===== src/rflk_pkg.sv =====
/*
 * Package for the reference input frequency and lock enable block:
 * register indices, field positions, reset values, carrier structs and
 * the frequency code decode function.
 * Assumes a 32-bit classic Wishbone slave with 8-bit registers, each
 * register at byte address four times its index.
 */
package rflk_pkg;

    ////////////////////////////////////////////////////////////////////////
    // Sizes

    localparam int NUM_INPUTS = 8;
    localparam int REG_WIDTH = 8;
    localparam int ADR_WIDTH = 10;
    localparam int HZ_WIDTH = 28;

    ////////////////////////////////////////////////////////////////////////
    // Register indices; byte address is index times four

    localparam logic [7:0] IDX_SRC_CFG_FIRST = 8'h20;
    localparam logic [7:0] IDX_SRC_CFG_LAST = 8'h27;
    localparam logic [7:0] IDX_PARTNER_MASK_LOW = 8'h30;
    localparam logic [7:0] IDX_GLOBAL_CFG = 8'h34;
    localparam logic [7:0] IDX_PREDIV_RATIO = 8'h46;
    localparam logic [7:0] IDX_LOCAL_VALID = 8'h50;
    localparam logic [7:0] IDX_LOCK_ALLOWED = 8'h51;
    localparam logic [7:0] IDX_CODE_STATUS = 8'h52;
    localparam logic [7:0] IDX_MISPROGRAM = 8'h53;

    ////////////////////////////////////////////////////////////////////////
    // Field positions

    localparam int SRC_PREDIV_BIT = 7;
    localparam int SRC_LOCK8K_BIT = 6;
    localparam int SRC_BUCKET_MSB = 5;
    localparam int SRC_BUCKET_LSB = 4;
    localparam int SRC_FREQ_MSB = 3;
    localparam int SRC_FREQ_LSB = 0;
    localparam int GLOBAL_SEL2048_BIT = 2;

    ////////////////////////////////////////////////////////////////////////
    // Reset values

    localparam logic [7:0] RST_SRC_CFG = 8'h00;
    localparam logic [7:0] RST_PARTNER_MASK_LOW = 8'hff;
    localparam logic [7:0] RST_GLOBAL_CFG = 8'h00;
    localparam logic [7:0] RST_PREDIV_RATIO = 8'h00;

    ////////////////////////////////////////////////////////////////////////
    // Frequency codes

    localparam logic [3:0] CODE_8K = 4'h0;
    localparam logic [3:0] CODE_1544_2048 = 4'h1;
    localparam logic [3:0] CODE_6M48 = 4'h2;
    localparam logic [3:0] CODE_19M44 = 4'h3;
    localparam logic [3:0] CODE_25M92 = 4'h4;
    localparam logic [3:0] CODE_38M88 = 4'h5;
    localparam logic [3:0] CODE_51M84 = 4'h6;
    localparam logic [3:0] CODE_77M76 = 4'h7;
    localparam logic [3:0] CODE_155M52 = 4'h8;
    localparam logic [3:0] CODE_2K = 4'h9;
    localparam logic [3:0] CODE_4K = 4'ha;

    ////////////////////////////////////////////////////////////////////////
    // Carriers

    typedef struct packed {
        logic prediv_en;
        logic lock8k;
        logic [1:0] bucket;
        logic [3:0] freq_code;
    } rflk_src_cfg_type;

    typedef struct packed {
        logic code_ok;
        logic [HZ_WIDTH-1:0] hz;
    } rflk_freq_type;

    ////////////////////////////////////////////////////////////////////////
    // Decode of a frequency code into hertz; unused codes give zero

    function automatic rflk_freq_type rflk_decode_freq(
        input logic [3:0] code,
        input logic sel2048
    );
        rflk_freq_type f;
        f.code_ok = 1'b1;
        unique case (code)
            CODE_8K: f.hz = 28'd8000;
            CODE_1544_2048: f.hz = sel2048 ? 28'd2048000 : 28'd1544000;
            CODE_6M48: f.hz = 28'd6480000;
            CODE_19M44: f.hz = 28'd19440000;
            CODE_25M92: f.hz = 28'd25920000;
            CODE_38M88: f.hz = 28'd38880000;
            CODE_51M84: f.hz = 28'd51840000;
            CODE_77M76: f.hz = 28'd77760000;
            CODE_155M52: f.hz = 28'd155520000;
            CODE_2K: f.hz = 28'd2000;
            CODE_4K: f.hz = 28'd4000;
            default: begin
                f.code_ok = 1'b0;
                f.hz = 28'd0;
            end
        endcase
        return f;
    endfunction

endpackage


===== src/rflk_prediv.sv =====
/*
 * Programmable pre-divider for one reference input, with the bypass mux
 * that feeds the DPLL and the frequency monitor.
 * Assumes ref_in is synchronous to clk and slower than half its rate.
 */
`timescale 1ns/1ps
module rflk_prediv (
    input wire logic clk,
    input wire logic resetn,
    input wire logic ref_in,
    input wire logic prediv_en,
    input wire logic [7:0] ratio,
    output logic ref_out
);

    logic ref_q;
    logic [7:0] count;
    logic div_q;
    logic rise;

    assign rise = ref_in & ~ref_q;

    ////////////////////////////////////////////////////////////////////////
    // Edge detect and divide by twice (ratio + 1)

    always_ff @(posedge clk or negedge resetn) begin
        if (!resetn) begin
            ref_q <= 1'b0;
        end else begin
            ref_q <= ref_in;
        end
    end

    // Divider runs only while enabled so it restarts from a known phase
    always_ff @(posedge clk or negedge resetn) begin
        if (!resetn) begin
            count <= 8'h00;
            div_q <= 1'b0;
        end else if (!prediv_en) begin
            count <= 8'h00;
            div_q <= 1'b0;
        end else if (rise) begin
            if (count >= ratio) begin
                count <= 8'h00;
                div_q <= ~div_q;
            end else begin
                count <= count + 8'h01;
            end
        end
    end

    // Raw path is one register late too, so switching keeps the latency
    always_ff @(posedge clk or negedge resetn) begin
        if (!resetn) begin
            ref_out <= 1'b0;
        end else begin
            ref_out <= prediv_en ? div_q : ref_q;
        end
    end

endmodule


===== src/rflk_freq_decode.sv =====
/*
 * Decodes the frequency code of every input into hertz and flags codes
 * that are unused or that disagree with an enabled pre-divider.
 * Assumes the configuration words are stable register outputs.
 */
`timescale 1ns/1ps
module rflk_freq_decode (
    input wire logic clk,
    input wire logic resetn,
    input rflk_pkg::rflk_src_cfg_type cfg [rflk_pkg::NUM_INPUTS],
    input wire logic sel2048,
    output rflk_pkg::rflk_freq_type freq [rflk_pkg::NUM_INPUTS],
    output logic [rflk_pkg::NUM_INPUTS-1:0] code_unused,
    output logic [rflk_pkg::NUM_INPUTS-1:0] misprogram
);

    rflk_pkg::rflk_freq_type dec [rflk_pkg::NUM_INPUTS];

    ////////////////////////////////////////////////////////////////////////
    // Registered decode per input

    // One decode per input feeds both the rate and the unused flag
    always_comb begin
        for (int i = 0; i < rflk_pkg::NUM_INPUTS; i++) begin
            dec[i] = rflk_pkg::rflk_decode_freq(cfg[i].freq_code,
                sel2048);
        end
    end

    always_ff @(posedge clk or negedge resetn) begin
        if (!resetn) begin
            for (int i = 0; i < rflk_pkg::NUM_INPUTS; i++) begin
                freq[i] <= '0;
            end
            code_unused <= 8'h00;
            misprogram <= 8'h00;
        end else begin
            for (int i = 0; i < rflk_pkg::NUM_INPUTS; i++) begin
                freq[i] <= dec[i];
                code_unused[i] <= ~dec[i].code_ok;
                // Software should keep 8 kHz with the pre-divider on
                misprogram[i] <= cfg[i].prediv_en &&
                    (cfg[i].freq_code != rflk_pkg::CODE_8K);
            end
        end
    end

endmodule


===== src/rflk_top.sv =====
/*
 * Reference input frequency configuration and partner-valid lock mask
 * for inputs 1 to 8, reached over a classic Wishbone slave.
 * Assumes a 40 MHz clk, active-low asynchronous resetn, reference and
 * local validity inputs synchronous to clk.
 */
// Notes on behaviour
// - Frequency codes 0 and 2 to 10 decode to fixed rates; 11-15 unused.
// - Code 1 means 1544 kHz or 2048 kHz, chosen by global bit 2.
// - Partner mask is an 8-bit read/write register, bit n for input n+1.
// - Mask bit zero forbids locking to the input despite local validity.
// - Mask bit one lets the input lock when locally qualified.
// - Pre-divider enable routes the input through it to DPLL and monitor.
`timescale 1ns/1ps
module rflk_top (
    input wire logic clk,
    input wire logic resetn,
    input wire logic wb_cyc_i,
    input wire logic wb_stb_i,
    input wire logic wb_we_i,
    input wire logic [rflk_pkg::ADR_WIDTH-1:0] wb_adr_i,
    input wire logic [3:0] wb_sel_i,
    input wire logic [31:0] wb_dat_i,
    output logic [31:0] wb_dat_o,
    output logic wb_ack_o,
    input wire logic [rflk_pkg::NUM_INPUTS-1:0] ref_in,
    input wire logic [rflk_pkg::NUM_INPUTS-1:0] local_valid,
    output logic [rflk_pkg::NUM_INPUTS-1:0] ref_to_dpll,
    output logic [rflk_pkg::NUM_INPUTS-1:0] lock_allowed,
    output rflk_pkg::rflk_freq_type freq [rflk_pkg::NUM_INPUTS]
);

    ////////////////////////////////////////////////////////////////////////
    // Register state

    rflk_pkg::rflk_src_cfg_type src_cfg [rflk_pkg::NUM_INPUTS];
    logic [7:0] partner_valid_mask_low;
    logic [7:0] global_cfg;
    logic [7:0] prediv_ratio;
    logic [rflk_pkg::NUM_INPUTS-1:0] code_unused;
    logic [rflk_pkg::NUM_INPUTS-1:0] misprogram;

    ////////////////////////////////////////////////////////////////////////
    // Bus decode

    logic [7:0] idx;
    logic word_ok;
    logic req;
    logic wr_now;
    logic [7:0] next_rdata;

    assign idx = wb_adr_i[9:2];
    assign word_ok = (wb_adr_i[1:0] == 2'b00);
    assign req = wb_cyc_i & wb_stb_i;
    // Write lands on the edge where the master sees ack high
    assign wr_now = req & wb_we_i & wb_ack_o & wb_sel_i[0] & word_ok;

    function automatic logic is_src(input logic [7:0] i);
        return (i >= rflk_pkg::IDX_SRC_CFG_FIRST) &&
            (i <= rflk_pkg::IDX_SRC_CFG_LAST);
    endfunction

    function automatic logic [2:0] src_sel(input logic [7:0] i);
        logic [7:0] d;
        d = i - rflk_pkg::IDX_SRC_CFG_FIRST;
        return d[2:0];
    endfunction

    ////////////////////////////////////////////////////////////////////////
    // Acknowledge: one wait state, dropped the cycle after

    always_ff @(posedge clk or negedge resetn) begin
        if (!resetn) begin
            wb_ack_o <= 1'b0;
        end else begin
            wb_ack_o <= req & ~wb_ack_o;
        end
    end

    ////////////////////////////////////////////////////////////////////////
    // Source configuration registers

    always_ff @(posedge clk or negedge resetn) begin
        if (!resetn) begin
            for (int i = 0; i < rflk_pkg::NUM_INPUTS; i++) begin
                src_cfg[i] <= rflk_pkg::RST_SRC_CFG;
            end
        end else if (wr_now && is_src(idx)) begin
            src_cfg[src_sel(idx)] <= wb_dat_i[7:0];
        end
    end

    ////////////////////////////////////////////////////////////////////////
    // Partner-valid mask

    always_ff @(posedge clk or negedge resetn) begin
        if (!resetn) begin
            partner_valid_mask_low <= rflk_pkg::RST_PARTNER_MASK_LOW;
        end else if (wr_now && idx == rflk_pkg::IDX_PARTNER_MASK_LOW) begin
            partner_valid_mask_low <= wb_dat_i[7:0];
        end
    end

    ////////////////////////////////////////////////////////////////////////
    // Global configuration and pre-divider ratio

    always_ff @(posedge clk or negedge resetn) begin
        if (!resetn) begin
            global_cfg <= rflk_pkg::RST_GLOBAL_CFG;
        end else if (wr_now && idx == rflk_pkg::IDX_GLOBAL_CFG) begin
            global_cfg <= wb_dat_i[7:0];
        end
    end

    always_ff @(posedge clk or negedge resetn) begin
        if (!resetn) begin
            prediv_ratio <= rflk_pkg::RST_PREDIV_RATIO;
        end else if (wr_now && idx == rflk_pkg::IDX_PREDIV_RATIO) begin
            prediv_ratio <= wb_dat_i[7:0];
        end
    end

    ////////////////////////////////////////////////////////////////////////
    // Read mux; unmapped words read zero but are still acknowledged

    always_comb begin
        next_rdata = 8'h00;
        if (!word_ok) begin
            next_rdata = 8'h00;
        end else if (is_src(idx)) begin
            next_rdata = src_cfg[src_sel(idx)];
        end else begin
            unique case (idx)
                rflk_pkg::IDX_PARTNER_MASK_LOW:
                    next_rdata = partner_valid_mask_low;
                rflk_pkg::IDX_GLOBAL_CFG: next_rdata = global_cfg;
                rflk_pkg::IDX_PREDIV_RATIO: next_rdata = prediv_ratio;
                rflk_pkg::IDX_LOCAL_VALID: next_rdata = local_valid;
                rflk_pkg::IDX_LOCK_ALLOWED: next_rdata = lock_allowed;
                rflk_pkg::IDX_CODE_STATUS: next_rdata = code_unused;
                rflk_pkg::IDX_MISPROGRAM: next_rdata = misprogram;
                default: next_rdata = 8'h00;
            endcase
        end
    end

    // Data loads with ack so it is valid on the sampling edge
    always_ff @(posedge clk or negedge resetn) begin
        if (!resetn) begin
            wb_dat_o <= 32'h0000_0000;
        end else if (req && !wb_ack_o) begin
            wb_dat_o <= {24'h00_0000, next_rdata};
        end
    end

    ////////////////////////////////////////////////////////////////////////
    // Lock qualification

    // Partner veto overrides local validity; registered for a clean output
    always_ff @(posedge clk or negedge resetn) begin
        if (!resetn) begin
            lock_allowed <= 8'h00;
        end else begin
            lock_allowed <= local_valid & partner_valid_mask_low;
        end
    end

    ////////////////////////////////////////////////////////////////////////
    // Pre-dividers, one per input

    for (genvar g = 0; g < rflk_pkg::NUM_INPUTS; g++) begin : g_prediv
        rflk_prediv u_prediv (
            .clk(clk),
            .resetn(resetn),
            .ref_in(ref_in[g]),
            .prediv_en(src_cfg[g].prediv_en),
            .ratio(prediv_ratio),
            .ref_out(ref_to_dpll[g])
        );
    end

    ////////////////////////////////////////////////////////////////////////
    // Frequency decode

    rflk_freq_decode u_decode (
        .clk(clk),
        .resetn(resetn),
        .cfg(src_cfg),
        .sel2048(global_cfg[rflk_pkg::GLOBAL_SEL2048_BIT]),
        .freq(freq),
        .code_unused(code_unused),
        .misprogram(misprogram)
    );

endmodule


===== config.mk =====
export PLATFORM = sky130hd
export DESIGN_NAME = rflk_top
export DESIGN_NICKNAME = d
export VERILOG_FILES = /design/src/rflk_pkg.sv /design/src/rflk_prediv.sv /design/src/rflk_freq_decode.sv /design/src/rflk_top.sv
export SDC_FILE = /design/constraint.sdc
export NUM_CORES = 1
export LEC_CHECK = 0
export ABC_AREA = 1
export CAP_MARGIN = 20
export CORE_AREA = 10 10 249 251
export DETAILED_ROUTE_END_ITERATION = 16
export DIE_AREA = 0 0 259 261
export DONT_BUFFER_PORTS = 1
export SLEW_MARGIN = 10
export SYNTH_ARGS = -nofsm -noshare
export SYNTH_HDL_FRONTEND = slang
export SYNTH_HIERARCHICAL = 1
export SYNTH_SLANG_ARGS = --single-unit

===== constraint.sdc =====
create_clock -name clk -period 2.2 [get_ports clk]
set_clock_uncertainty 0.15 [all_clocks]
set_input_delay 0.22 -clock clk [delete_from_list [all_inputs] [get_ports clk]]
set_output_delay 0.22 -clock clk [all_outputs]
set_load 0.01 [all_outputs]

==> results of run 1 <==
layout by cell type, fill, tap and decap left out, types with 3 or more instances in the layout:
| master | instances |
|---|---|
| a21oi_1 | 38 |
| a21oi_4 | 8 |
| buf_4 | 41 |
| bufinv_16 | 3 |
| clkbuf_1 | 5 |
| clkbuf_16 | 47 |
| clkbuf_8 | 8 |
| clkinv_2 | 12 |
| clkinv_4 | 5 |
| clkinvlp_4 | 3 |
| conb_1 | 56 |
| dfrtp_1 | 400 |
| dfstp_2 | 8 |
| diode_2 | 3 |
| dlygate4sd3_1 | 31 |
| ha_1 | 72 |
| inv_1 | 450 |
| inv_2 | 13 |
| nand2_1 | 634 |
| nand3_1 | 175 |
| nand3_2 | 11 |
| nand4_1 | 34 |
| nor2_1 | 288 |
| nor2_2 | 27 |
| nor2_4 | 13 |
| nor3_1 | 3 |
| o211ai_1 | 7 |
| o21ai_0 | 139 |
| or2_1 | 3 |
| xnor2_1 | 16 |
cell type report:
class	count	share of cell area, %
antenna	3	0.0332
clock buffer	60	5.78
clock inverter	24	1.08
inverter	465	7.73
multi-input combinational	1534	32.8
sequential	409	45.4
tap	765	4.24
timing repair buffer	74	2.91
layer usage:
metal	global-route usage, %	wire [um]	vias up
li1	-	-	7550
met3	5.41	4890	94
met5	0	16	-
met1	20.9	24300	7271
met4	5.42	1580	2
met2	26.5	25400	434
worst max-delay path, stage by stage, from the launching register on:
cell	delay, ns
dfrtp_1	0.35
buf_4	0.15
nand3_1	0.07
nor3_1	0.27
buf_4	0.20
nand3_1	0.39
o21ai_0	0.34
metrics by stage:
| stage | hold slack (ns) | cells | power [mW] |
|---|---|---|---|
| 3_5_place_dp | -0.213 | 3216 | 8.13 |
| 6_report | -0.809 | 3334 | 15.9 |
| 5_1_grt | -0.833 | 3332 | 16.5 |
| 3_3_place_gp | -0.211 | 3216 | 8.13 |
| 2_1_floorplan | -0.226 | 2487 | 8.11 |
| 4_1_cts | -0.843 | 3331 | 16.1 |
report_power, final:
| group | switching, mW | internal, mW | total [mW] | leakage (nW) |
|---|---|---|---|---|
| Combinational | 0.304 | 0.125 | 0.429 | 6.49 |
| Clock | 3.23 | 4.56 | 7.79 | 0.763 |
| Sequential | 0.0671 | 7.60 | 7.67 | 5.22 |
| Total | 3.60 | 12.3 | 15.9 | 12.5 |
sequential cells by signal, indices dropped and copies added (netlist names):
signal,cells
g_prediv.u_prediv/count,64
wb_ack_o,1
g_prediv.u_prediv/ref_q,8
prediv_ratio,8
u_decode/freq,200
src_cfg,64
global_cfg,8
lock_allowed,8
wb_dat_o,8
u_decode/code_unused,8
g_prediv.u_prediv/div_q,8
partner_valid_mask_low,8
g_prediv.u_prediv/ref_out,8
u_decode/misprogram,8
repair_timing:
action | in CTS | in global routing
endpoints found under the setup margin | 0 | 11
resized for setup | 0 | 4
hold endpoints to repair | 594 | 409
logic make-up after synthesis:
group                      Yosys count  synth area share, %
AOI/OAI and AO/OA                  196                 5.57
other                                2               0.0380
buffers and inverters              544                 11.8
DFF                                409                 51.8
xor gates and xnor gates            16                0.709
adders and majority gates           72                 4.56
and+or+nand+nor                   1194                 25.6
path summary, 6_finish.rpt:
kind	from	end	cells past startpoint
worst max-delay path	wb_ack_o$_DFF_PN0_	prediv_ratio[2]$_DFFE_PN0P_	6
worst min-delay path	resetn	u_decode/freq[142]$_DFF_PN0_	0
worst max register to register	wb_ack_o$_DFF_PN0_	prediv_ratio[2]$_DFFE_PN0P_	6
worst min register to register	g_prediv[6].u_prediv/div_q$_DFFE_PN0P_	g_prediv[6].u_prediv/div_q$_DFFE_PN0P_	2
max in group asynchronous	resetn	prediv_ratio[7]$_DFFE_PN0P_	0
min in group clk	wb_adr_i[4]	global_cfg[6]$_DFFE_PN0P_	4
==> run_results.csv, run 1 <==
group,metric,value,unit
layout,layout-drive-gt1-share,8.18,%
synthesis,yosys.area.top_type_share,50.7,%
layout,synthToLayoutAreaGrowth,14.2,%
synthesis,ys_types,36,
timing,period_needed,2.03,ns
timing,grt_setup_unrepaired,"no",
clocking,hold_buffers,31,
layout,fill_cells,5748,
routing,postRouteWirelength,56200,um
critical_path,critPathMaxFanout,16,
layout,final_util,39.5,%
floorplanning,die-area,0.0676,sq mm
synthesis,synth_edf_count,0,
timing,fin_tns_setup,0,ns
grt,grt_pass1_wl,88200,um
timing,hold_viol,409,
grt,grt_usage,16.6,%
synthesis,dominantRegCellSynth,"dfrtp_1",
layout,seq_area,0.0102,sq mm
synthesis,ys_ff_latch,409,
outcome,run_status,"finished, violations left",
routing,vias_per_cell,4.60,
timing,maxSlewHeadroom,33.5,%
floorplanning,core_area,0.0571,sq mm
timing,setup_viol,0,
timing,fmaxAchievable,493,MHz
placed_design,pre_cts_ws,0.162,ns
synthesis,yosys.area.top_type,"dfrtp_1",
timing,finalCritPeriodShare,92.1,%
clocking,clkSinkCount,409,
timing,maxSlewViolCount,0,
floorplanning,dieHeight,261,um
grt,antenna_found_initial,3,
critical_path,ff2ff_setup_slack,0.17,ns
floorplanning,die_width,259,um
clocking,clkLatencyLatePin,0.58,ns
routing,vias,15351,
placed_design,routabilityCongestion,0.903,
placed_design,io_buffers,0,
timing,tightest_slew,0.998,ns
synthesis,synth.area.top_cells,"dfrtp_1, nand2_1, inv_1, nor2_1, ha_1",
synthesis,yosysMostFrequentCell,"nand2_1",
floorplanning,num_rows,88,
grt,grt-ovfl-total,0,
hold_path,hold_class,"in -> async",
clocking,cts_setup_buffers,0,
critical_path,worstPathRequired,2.53,ns
critical_path,cp-end-kind,"flip-flop",
clocking,path_clk_slew,0.06,ns
layout,multi_input_area,0.00742,sq mm
clocking,h-tree-depth,2,
flow_run,maxCapViolCount,0,
pwr,p_per_area,704,mW/mm^2
placed_design,dp_hpwl,41700,um
clocking,cts_inserted_buffers,46,
placed_design,placed_area,0.0207,sq mm
routing,drtIter0Drc,1152,
synthesis,ys_seq_area_share,51.8,%
timing,whs,-0.809,ns
layout,nNetsFinal,2669,
critical_path,crit_type,"reg -> reg",
routing,ant_nets,0,
routing,dr.pass1.iters,5,
pwr,power.leakage,12.5,nW
floorplanning,start_util,34.6,%
clocking,clock_path_buffers,3,
floorplanning,ios,348,
timing,postLayoutSetupSlackWorst,0.173,ns
layout,final_area,0.0226,sq mm
routing,routedWlPerCell,16.9,um
synthesis,avgSynthCellArea,8.13,sq um
synthesis,ys_warn_count,6,
synthesis,synth_area,0.0198,sq mm
synthesis,yosys-top-cells-count,"nand2_1, inv_1, dfrtp_1",
synthesis,synthCells,2433,
clocking,cts-root-buf,"clkbuf_16",
outcome,violations,"hold timing",
grt,grt_pass1_vias,15477,
pwr,ir_worst_vdd,0.443,mV
grt,grt_max_degree,410,
critical_path,cp-start-kind,"flip-flop",
synthesis,async_flop_share,100,%
critical_path,cp_data_arrival_time,2.36,ns
routing,drc,0,
clocking,cts_tree,"yes",
(Power assumes the default switching activity.)
==> run 2: changes to the inputs <==
--- a/config.mk
+++ b/config.mk
@@ -7,12 +7,11 @@
 export LEC_CHECK = 0
 export ABC_AREA = 1
 export CAP_MARGIN = 20
-export CORE_AREA = 10 10 249 251
+export CORE_AREA = 10 10 244 246
 export DETAILED_ROUTE_END_ITERATION = 16
-export DIE_AREA = 0 0 259 261
+export DIE_AREA = 0 0 254 256
 export DONT_BUFFER_PORTS = 1
 export SLEW_MARGIN = 10
 export SYNTH_ARGS = -nofsm -noshare
 export SYNTH_HDL_FRONTEND = slang
-export SYNTH_HIERARCHICAL = 1
 export SYNTH_SLANG_ARGS = --single-unit
==> run_results.csv, run 2 <==
group,metric,value,unit
outcome,run_status,"finished, violations left",
outcome,violations,"hold timing",
routing,vias_per_cell,4.73,
timing,fin_tns_setup,0,ns
synthesis,synth.area.top_cells,"dfrtp_1, nand2_1, nor2_1, inv_1, ha_1",
layout,top_regs,"u_decode.freq: 200 flops, g_prediv.u_prediv.count: 64 flops, src_cfg: 64 flops",
timing,grt_setup_unrepaired,"no",
pwr,totalPowerFinal,15.8,mW
layout,final_util,39.4,%
clocking,cts-root-buf,"clkbuf_16",
synthesis,ys_seq_area_share,54.1,%
grt,grt_usage,16.0,%
pwr,ir_worst_vdd,0.534,mV
critical_path,cp-start-kind,"flip-flop",
timing,fmaxAchievable,485,MHz
grt,grt_pass1_wl,81900,um
routing,ant_nets,0,
synthesis,ys_ff_latch,409,
pwr,p_per_area,732,mW/mm^2
layout,synthToLayoutAreaGrowth,13.9,%
clocking,cts_tree,"yes",
synthesis,synthCells,2194,
pwr,share_comb_of_total_power,2.3,%
timing,maxSlewHeadroom,8.69,%
grt,grt-ovfl-total,0,
synthesis,synth_area,0.0189,sq mm
critical_path,cp_data_arrival_time,2.34,ns
synthesis,ys_types,42,
floorplanning,die_width,254,um
critical_path,reg2reg_depth,6,
timing,setup_viol,0,
layout,largest_reg_flops,200,
placed_design,placed_area,0.0197,sq mm
synthesis,ys_warn_count,0,
floorplanning,dieHeight,256,um
placed_design,pre_cts_ws,0.143,ns
placed_design,routabilityCongestion,0.926,
critical_path,worstPathRequired,2.48,ns
synthesis,yosys.area.top_type_share,53.0,%
layout,final_cell_mix,"nand2_1, dfrtp_1, nor2_1, inv_1, nand3_1",
pwr,power.leakage,11.1,nW
grt,antenna_found_initial,8,
floorplanning,core_area,0.0547,sq mm
synthesis,yosys.area.top_type,"dfrtp_1",
clocking,path_clk_slew,0.06,ns
layout,layout-drive-gt1-share,7.08,%
timing,tightest_slew,1.37,ns
layout,layout_commonest_cell,"nand2_1",
timing,hold_viol,409,
floorplanning,num_rows,86,
synthesis,yosys-top-cells-count,"nand2_1, dfrtp_1, nor2_1",
grt,grt_pass1_vias,14153,
pwr,swShare,21.1,%
synthesis,synth_edf_count,0,
floorplanning,ios,348,
pwr,intPower,12.4,mW
layout,nNetsFinal,2408,
floorplanning,start_util,34.6,%
synthesis,avgSynthCellArea,8.62,sq um
layout,regMostFlops,"u_decode.freq",
pwr,clockPowerShare,49.7,%
layout,final_area,0.0215,sq mm
synthesis,yosysMostFrequentCell,"nand2_1",
pwr,seqPwrFrac,48.0,%
routing,vias,14238,
clocking,clock_path_buffers,3,
routing,drtIter0Drc,1020,
timing,period_needed,2.06,ns
timing,whs,-0.782,ns
clocking,clkLatencyLatePin,0.57,ns
placed_design,io_buffers,0,
routing,dr.pass1.iters,5,
critical_path,cp-end-kind,"flip-flop",
critical_path,crit_type,"reg -> reg",
synthesis,async_flop_share,100,%
grt,grt_max_degree,410,
timing,finalCritPeriodShare,93.7,%
routing,drc,0,
synthesis,dominantRegCellSynth,"dfrtp_1",
timing,postLayoutSetupSlackWorst,0.140,ns
clocking,cts_inserted_buffers,44,
critical_path,critPathMaxFanout,16,
flow_run,maxCapViolCount,0,
routing,routedWlPerCell,17.7,um
timing,maxSlewViolCount,0,
routing,postRouteWirelength,53200,um
clocking,clkSinkCount,409,
clocking,h-tree-depth,2,
placed_design,dp_hpwl,39300,um
floorplanning,die-area,0.0650,sq mm
hold_path,hold_class,"in -> async",
pwr,power_switching,3.33,mW
==> run 2: changes by cell type after synthesis, sizes merged, moves of 4 or more <==
cell | before | now
nor3 | 4 | 13
nand2 | 635 | 514
buf | 73 | 85
a21oi | 47 | 43
nor2 | 328 | 350
xnor2 | 16 | 7
clkbuf | 6 | 13
inv | 463 | 299
a21o | 0 | 11
nand4 | 35 | 29
nand3 | 186 | 154
xor2 | 0 | 27
==> run 2: cell families after synthesis <==
kind of cell	Yosys count	synth area share, %
DFF	409	54.1
xor gates and xnor gates	34	1.57
other	1	0.0198
muxes	1	0.0529
adders and majority gates	72	4.76
and+or+nand+nor	1073	23.7
buffers and inverters	400	9.73
AOI/OAI and AO/OA	204	5.97
==> run 2: final timing paths <==
path | from | to | slack [ns]
hold / removal | resetn | u_decode.freq[28]$_DFF_PN0_ | -0.78
min in group clk | wb_adr_i[4] | src_cfg[62]$_DFFE_PN0P_ | 0.03
setup reg to reg | wb_ack_o$_DFF_PN0_ | src_cfg[4]$_DFFE_PN0P_ | 0.14
hold reg to reg | g_prediv[5].u_prediv.div_q$_DFFE_PN0P_ | g_prediv[5].u_prediv.div_q$_DFFE_PN0P_ | 0.32
setup / recovery | wb_ack_o$_DFF_PN0_ | src_cfg[4]$_DFFE_PN0P_ | 0.14
max in group asynchronous | resetn | u_decode.freq[10]$_DFF_PN0_ | 1.59
==> run 2: timing repair <==
item,in CTS,in global routing
setup buffers,0,2
gates resized for setup,0,6
hold endpoints to repair,546,417
endpoints found under the setup margin,0,27
hold buffers,29,1
==> run 2: per-layer routing <==
layer  share of wire, %  vias to the layer above  GRT usage (%)
li1                   -                     6905              -
met1                 41                     6805           19.4
met2                 49                      414           27.2
met3                7.0                      104           4.03
met4                2.8                       10           5.29
met5               0.11                        -              0
==> run 2: power groups by stage <==
stage / Clock [mW] / Combinational (mW) / Sequential, mW
6_report: 7.83 / 0.369 / 7.57
5_1_grt: 8.38 / 0.406 / 7.56
4_1_cts: 8.05 / 0.361 / 7.57
3_5_place_dp: 0 / 0.300 / 7.70
3_3_place_gp: 0 / 0.296 / 7.70
2_1_floorplan: 0 / 0.303 / 7.69
==> run 2: per-stage QoR <==
step | std cells | hold WS [ns]
3_5_place_dp | 2895 | -0.203
4_1_cts | 3003 | -0.816
2_1_floorplan | 2249 | -0.226
3_3_place_gp | 2895 | -0.200
5_1_grt | 3007 | -0.817
6_report | 3008 | -0.782
==> run 2: area by class of cell <==
| cell class | instances | area [sq um] |
|---|---|---|
| Multi-Input combinational cell | 1440 | 7050 |
| Fill cell | 5378 | 33100 |
| Inverter | 302 | 1140 |
| Clock inverter | 20 | 298 |
| Clock buffer | 59 | 1240 |
| Antenna cell | 2 | 5.00 |
| Sequential cell | 409 | 10200 |
| Tap cell | 704 | 881 |
| Timing Repair Buffer | 72 | 693 |
==> run 2: critical path, cell delays in order (launching register included) <==
cell and delay, ns:
dfrtp_1 0.43, nand3_1 0.11, nor3_2 0.31, and2_4 0.38, nand3_4 0.29, nand2_1 0.17, o21ai_2 0.06
==> run 3: changes to the inputs <==
--- a/config.mk
+++ b/config.mk
@@ -7,11 +7,16 @@
 export LEC_CHECK = 0
 export ABC_AREA = 1
 export CAP_MARGIN = 20
-export CORE_AREA = 10 10 244 246
+export CELL_PAD_IN_SITES_DETAIL_PLACEMENT = 0
+export CELL_PAD_IN_SITES_GLOBAL_PLACEMENT = 1
+export CORE_AREA = 10 10 249 251
 export DETAILED_ROUTE_END_ITERATION = 16
-export DIE_AREA = 0 0 254 256
+export DIE_AREA = 0 0 259 261
 export DONT_BUFFER_PORTS = 1
+export GPL_TIMING_DRIVEN = 0
+export PLACE_DENSITY_LB_ADDON = 0.1
 export SLEW_MARGIN = 10
 export SYNTH_ARGS = -nofsm -noshare
 export SYNTH_HDL_FRONTEND = slang
+export SYNTH_HIERARCHICAL = 1
 export SYNTH_SLANG_ARGS = --single-unit
==> run_results.csv, run 3 (synthesis results as in run 1) <==
group,metric,value,unit
pwr,power.leakage,12.7,nW
grt,grt-ovfl-total,0,
pwr,totalPowerFinal,16.4,mW
pwr,ir_worst_vdd,0.522,mV
layout,seq_area,0.0103,sq mm
routing,vias,15237,
placed_design,routabilityCongestion,0.872,
critical_path,reg2reg_depth,7,
routing,dr.pass1.iters,5,
timing,grt_setup_unrepaired,"no",
layout,fill_cells,5872,
layout,synthToLayoutAreaGrowth,16.0,%
clocking,path_clk_slew,0.06,ns
timing,hold_viol,415,
routing,vias_per_cell,4.51,
critical_path,crit_type,"reg -> reg",
clocking,h-tree-depth,2,
clocking,cts_inserted_buffers,48,
critical_path,cp-end-kind,"flip-flop",
flow_run,maxCapViolCount,0,
critical_path,crit_start,"wb_ack_o$_DFF_PN0_",
routing,routedWlPerCell,17.7,um
layout,largest_reg_flops,200,
outcome,run_status,"finished, violations left",
layout,multi_input_area,0.00743,sq mm
critical_path,cp-start-kind,"flip-flop",
critical_path,critPathMaxFanout,10,
floorplanning,num_rows,88,
clocking,clkLatencyLatePin,0.59,ns
critical_path,worstReg2RegEnd,"src_cfg[30]$_DFFE_PN0P_",
grt,antenna_found_initial,6,
floorplanning,start_util,34.6,%
timing,maxSlewHeadroom,22.5,%
critical_path,rr_startpoint,"wb_ack_o$_DFF_PN0_",
clocking,cts-root-buf,"clkbuf_16",
layout,final_cell_mix,"nand2_1, inv_1, dfrtp_1, nor2_1, nand3_1",
timing,maxSlewViolCount,0,
floorplanning,core_area,0.0571,sq mm
timing,tightest_slew,1.16,ns
layout,layout_commonest_cell,"nand2_1",
critical_path,worstPathRequired,2.51,ns
pwr,p_per_area,714,mW/mm^2
floorplanning,die_width,259,um
placed_design,io_buffers,0,
grt,grt_pass1_vias,15025,
placed_design,dp_hpwl,43900,um
critical_path,cp_data_arrival_time,2.36,ns
routing,drc,0,
clocking,clkSinkCount,409,
layout,nNetsFinal,2707,
hold_path,hold_class,"in -> async",
floorplanning,ios,348,
timing,period_needed,2.04,ns
layout,layout-drive-gt1-share,9.59,%
grt,grt_pass1_wl,91800,um
routing,postRouteWirelength,59900,um
routing,ant_nets,0,
grt,grt_usage,17.6,%
grt,grt_max_degree,410,
critical_path,critPathCapture,"src_cfg[30]$_DFFE_PN0P_",
routing,drtIter0Drc,778,
timing,fmaxAchievable,489,MHz
floorplanning,die-area,0.0676,sq mm
floorplanning,dieHeight,261,um
critical_path,ff2ff_setup_slack,0.16,ns
timing,whs,-0.819,ns
layout,regMostFlops,"u_decode/freq",
outcome,violations,"hold timing",
timing,setup_viol,0,
timing,finalCritPeriodShare,92.9,%
layout,top_regs,"u_decode/freq: 200 flops, g_prediv.u_prediv/count: 64 flops, src_cfg: 64 flops",
clocking,cts_tree,"yes",
layout,final_util,40.1,%
clocking,clock_path_buffers,3,
## run 3: cell count changes in the layout (fill, tap and decap cells not counted), moves of 22 or more
cell | previous run | this run
o21ai_1 | 57 | 1
nand3_1 | 143 | 175
o21ai_0 | 69 | 139
nor2_2 | 3 | 27
inv_1 | 292 | 450
buf_4 | 36 | 58
xor2_1 | 27 | 0
nand2_1 | 513 | 634
nor2_1 | 346 | 288
## run 3: timing repair
item,CTS,global route
hold endpoints to repair,590,412
resized for setup,6,11
pin swaps,0,1
setup endpoints to repair,68,139
buffers inserted,0,2
hold buffers,28,1
## run 3: worst min path at each step
| stage | cells past startpoint | slack, ns | end | startpoint |
|---|---|---|---|---|
| 6_report | 0 | -0.82 | u_decode/freq[23]$_DFF_PN0_ | resetn |
| 5_1_grt | 0 | -0.86 | u_decode/freq[23]$_DFF_PN0_ | resetn |
| 4_1_cts | 0 | -0.85 | u_decode/freq[23]$_DFF_PN0_ | resetn |
| 3_5_place_dp | 0 | -0.21 | u_decode/freq[21]$_DFF_PN0_ | resetn |
| 3_3_place_gp | 0 | -0.21 | u_decode/freq[21]$_DFF_PN0_ | resetn |
| 2_1_floorplan | 0 | -0.23 | g_prediv[0].u_prediv/count[0]$_DFFE_PN0P_ | resetn |
## run 3: where the power goes
group	switching, mW	internal, mW
Combinational	0.319	0.178
Clock	3.26	4.96
Sequential	0.0626	7.61
Total	3.64	12.7
## run 3: final cells by class
cell class / instances / area share, %
tap: 765 / 4.17
clock buffer: 70 / 6.21
timing repair buffer: 31 / 1.39
inverter: 465 / 7.61
multi-input combinational: 1534 / 32.4
sequential: 409 / 44.7
buffer: 79 / 2.53
clock inverter: 18 / 0.933
antenna: 5 / 0.0545
## run 3: per-layer routing
layer  wire [um]  track usage [%]  part of all wire, %  up-vias
met5           0                0                    0        -
met4        1020             3.87                  1.7        0
met3        4710             5.92                  7.9       71
met2       27100             27.6                   45      304
met1       27100             23.2                   45     7236
li1            -                -                    -     7626
## run 3: through the flow
step	instance area [sq um]	setup TNS, ns	cells	worst slack, ns
finish	22900	0	3376	0.157
CTS	22900	0	3368	0.0193
global placement	20900	-18.39	3252	-0.417
floorplan	20000	0	2487	0.557
global route	22900	0	3373	0.00538
detailed placement	20900	-18.00	3252	-0.407
## run 3: critical path: stages (launching register included)
cell and delay (ns):
dfrtp_1 0.44, nand3_1 0.24, nor3_4 0.27, buf_12 0.16
nand2_1 0.21, buf_6 0.23, o21ai_0 0.16, inv_1 0.06
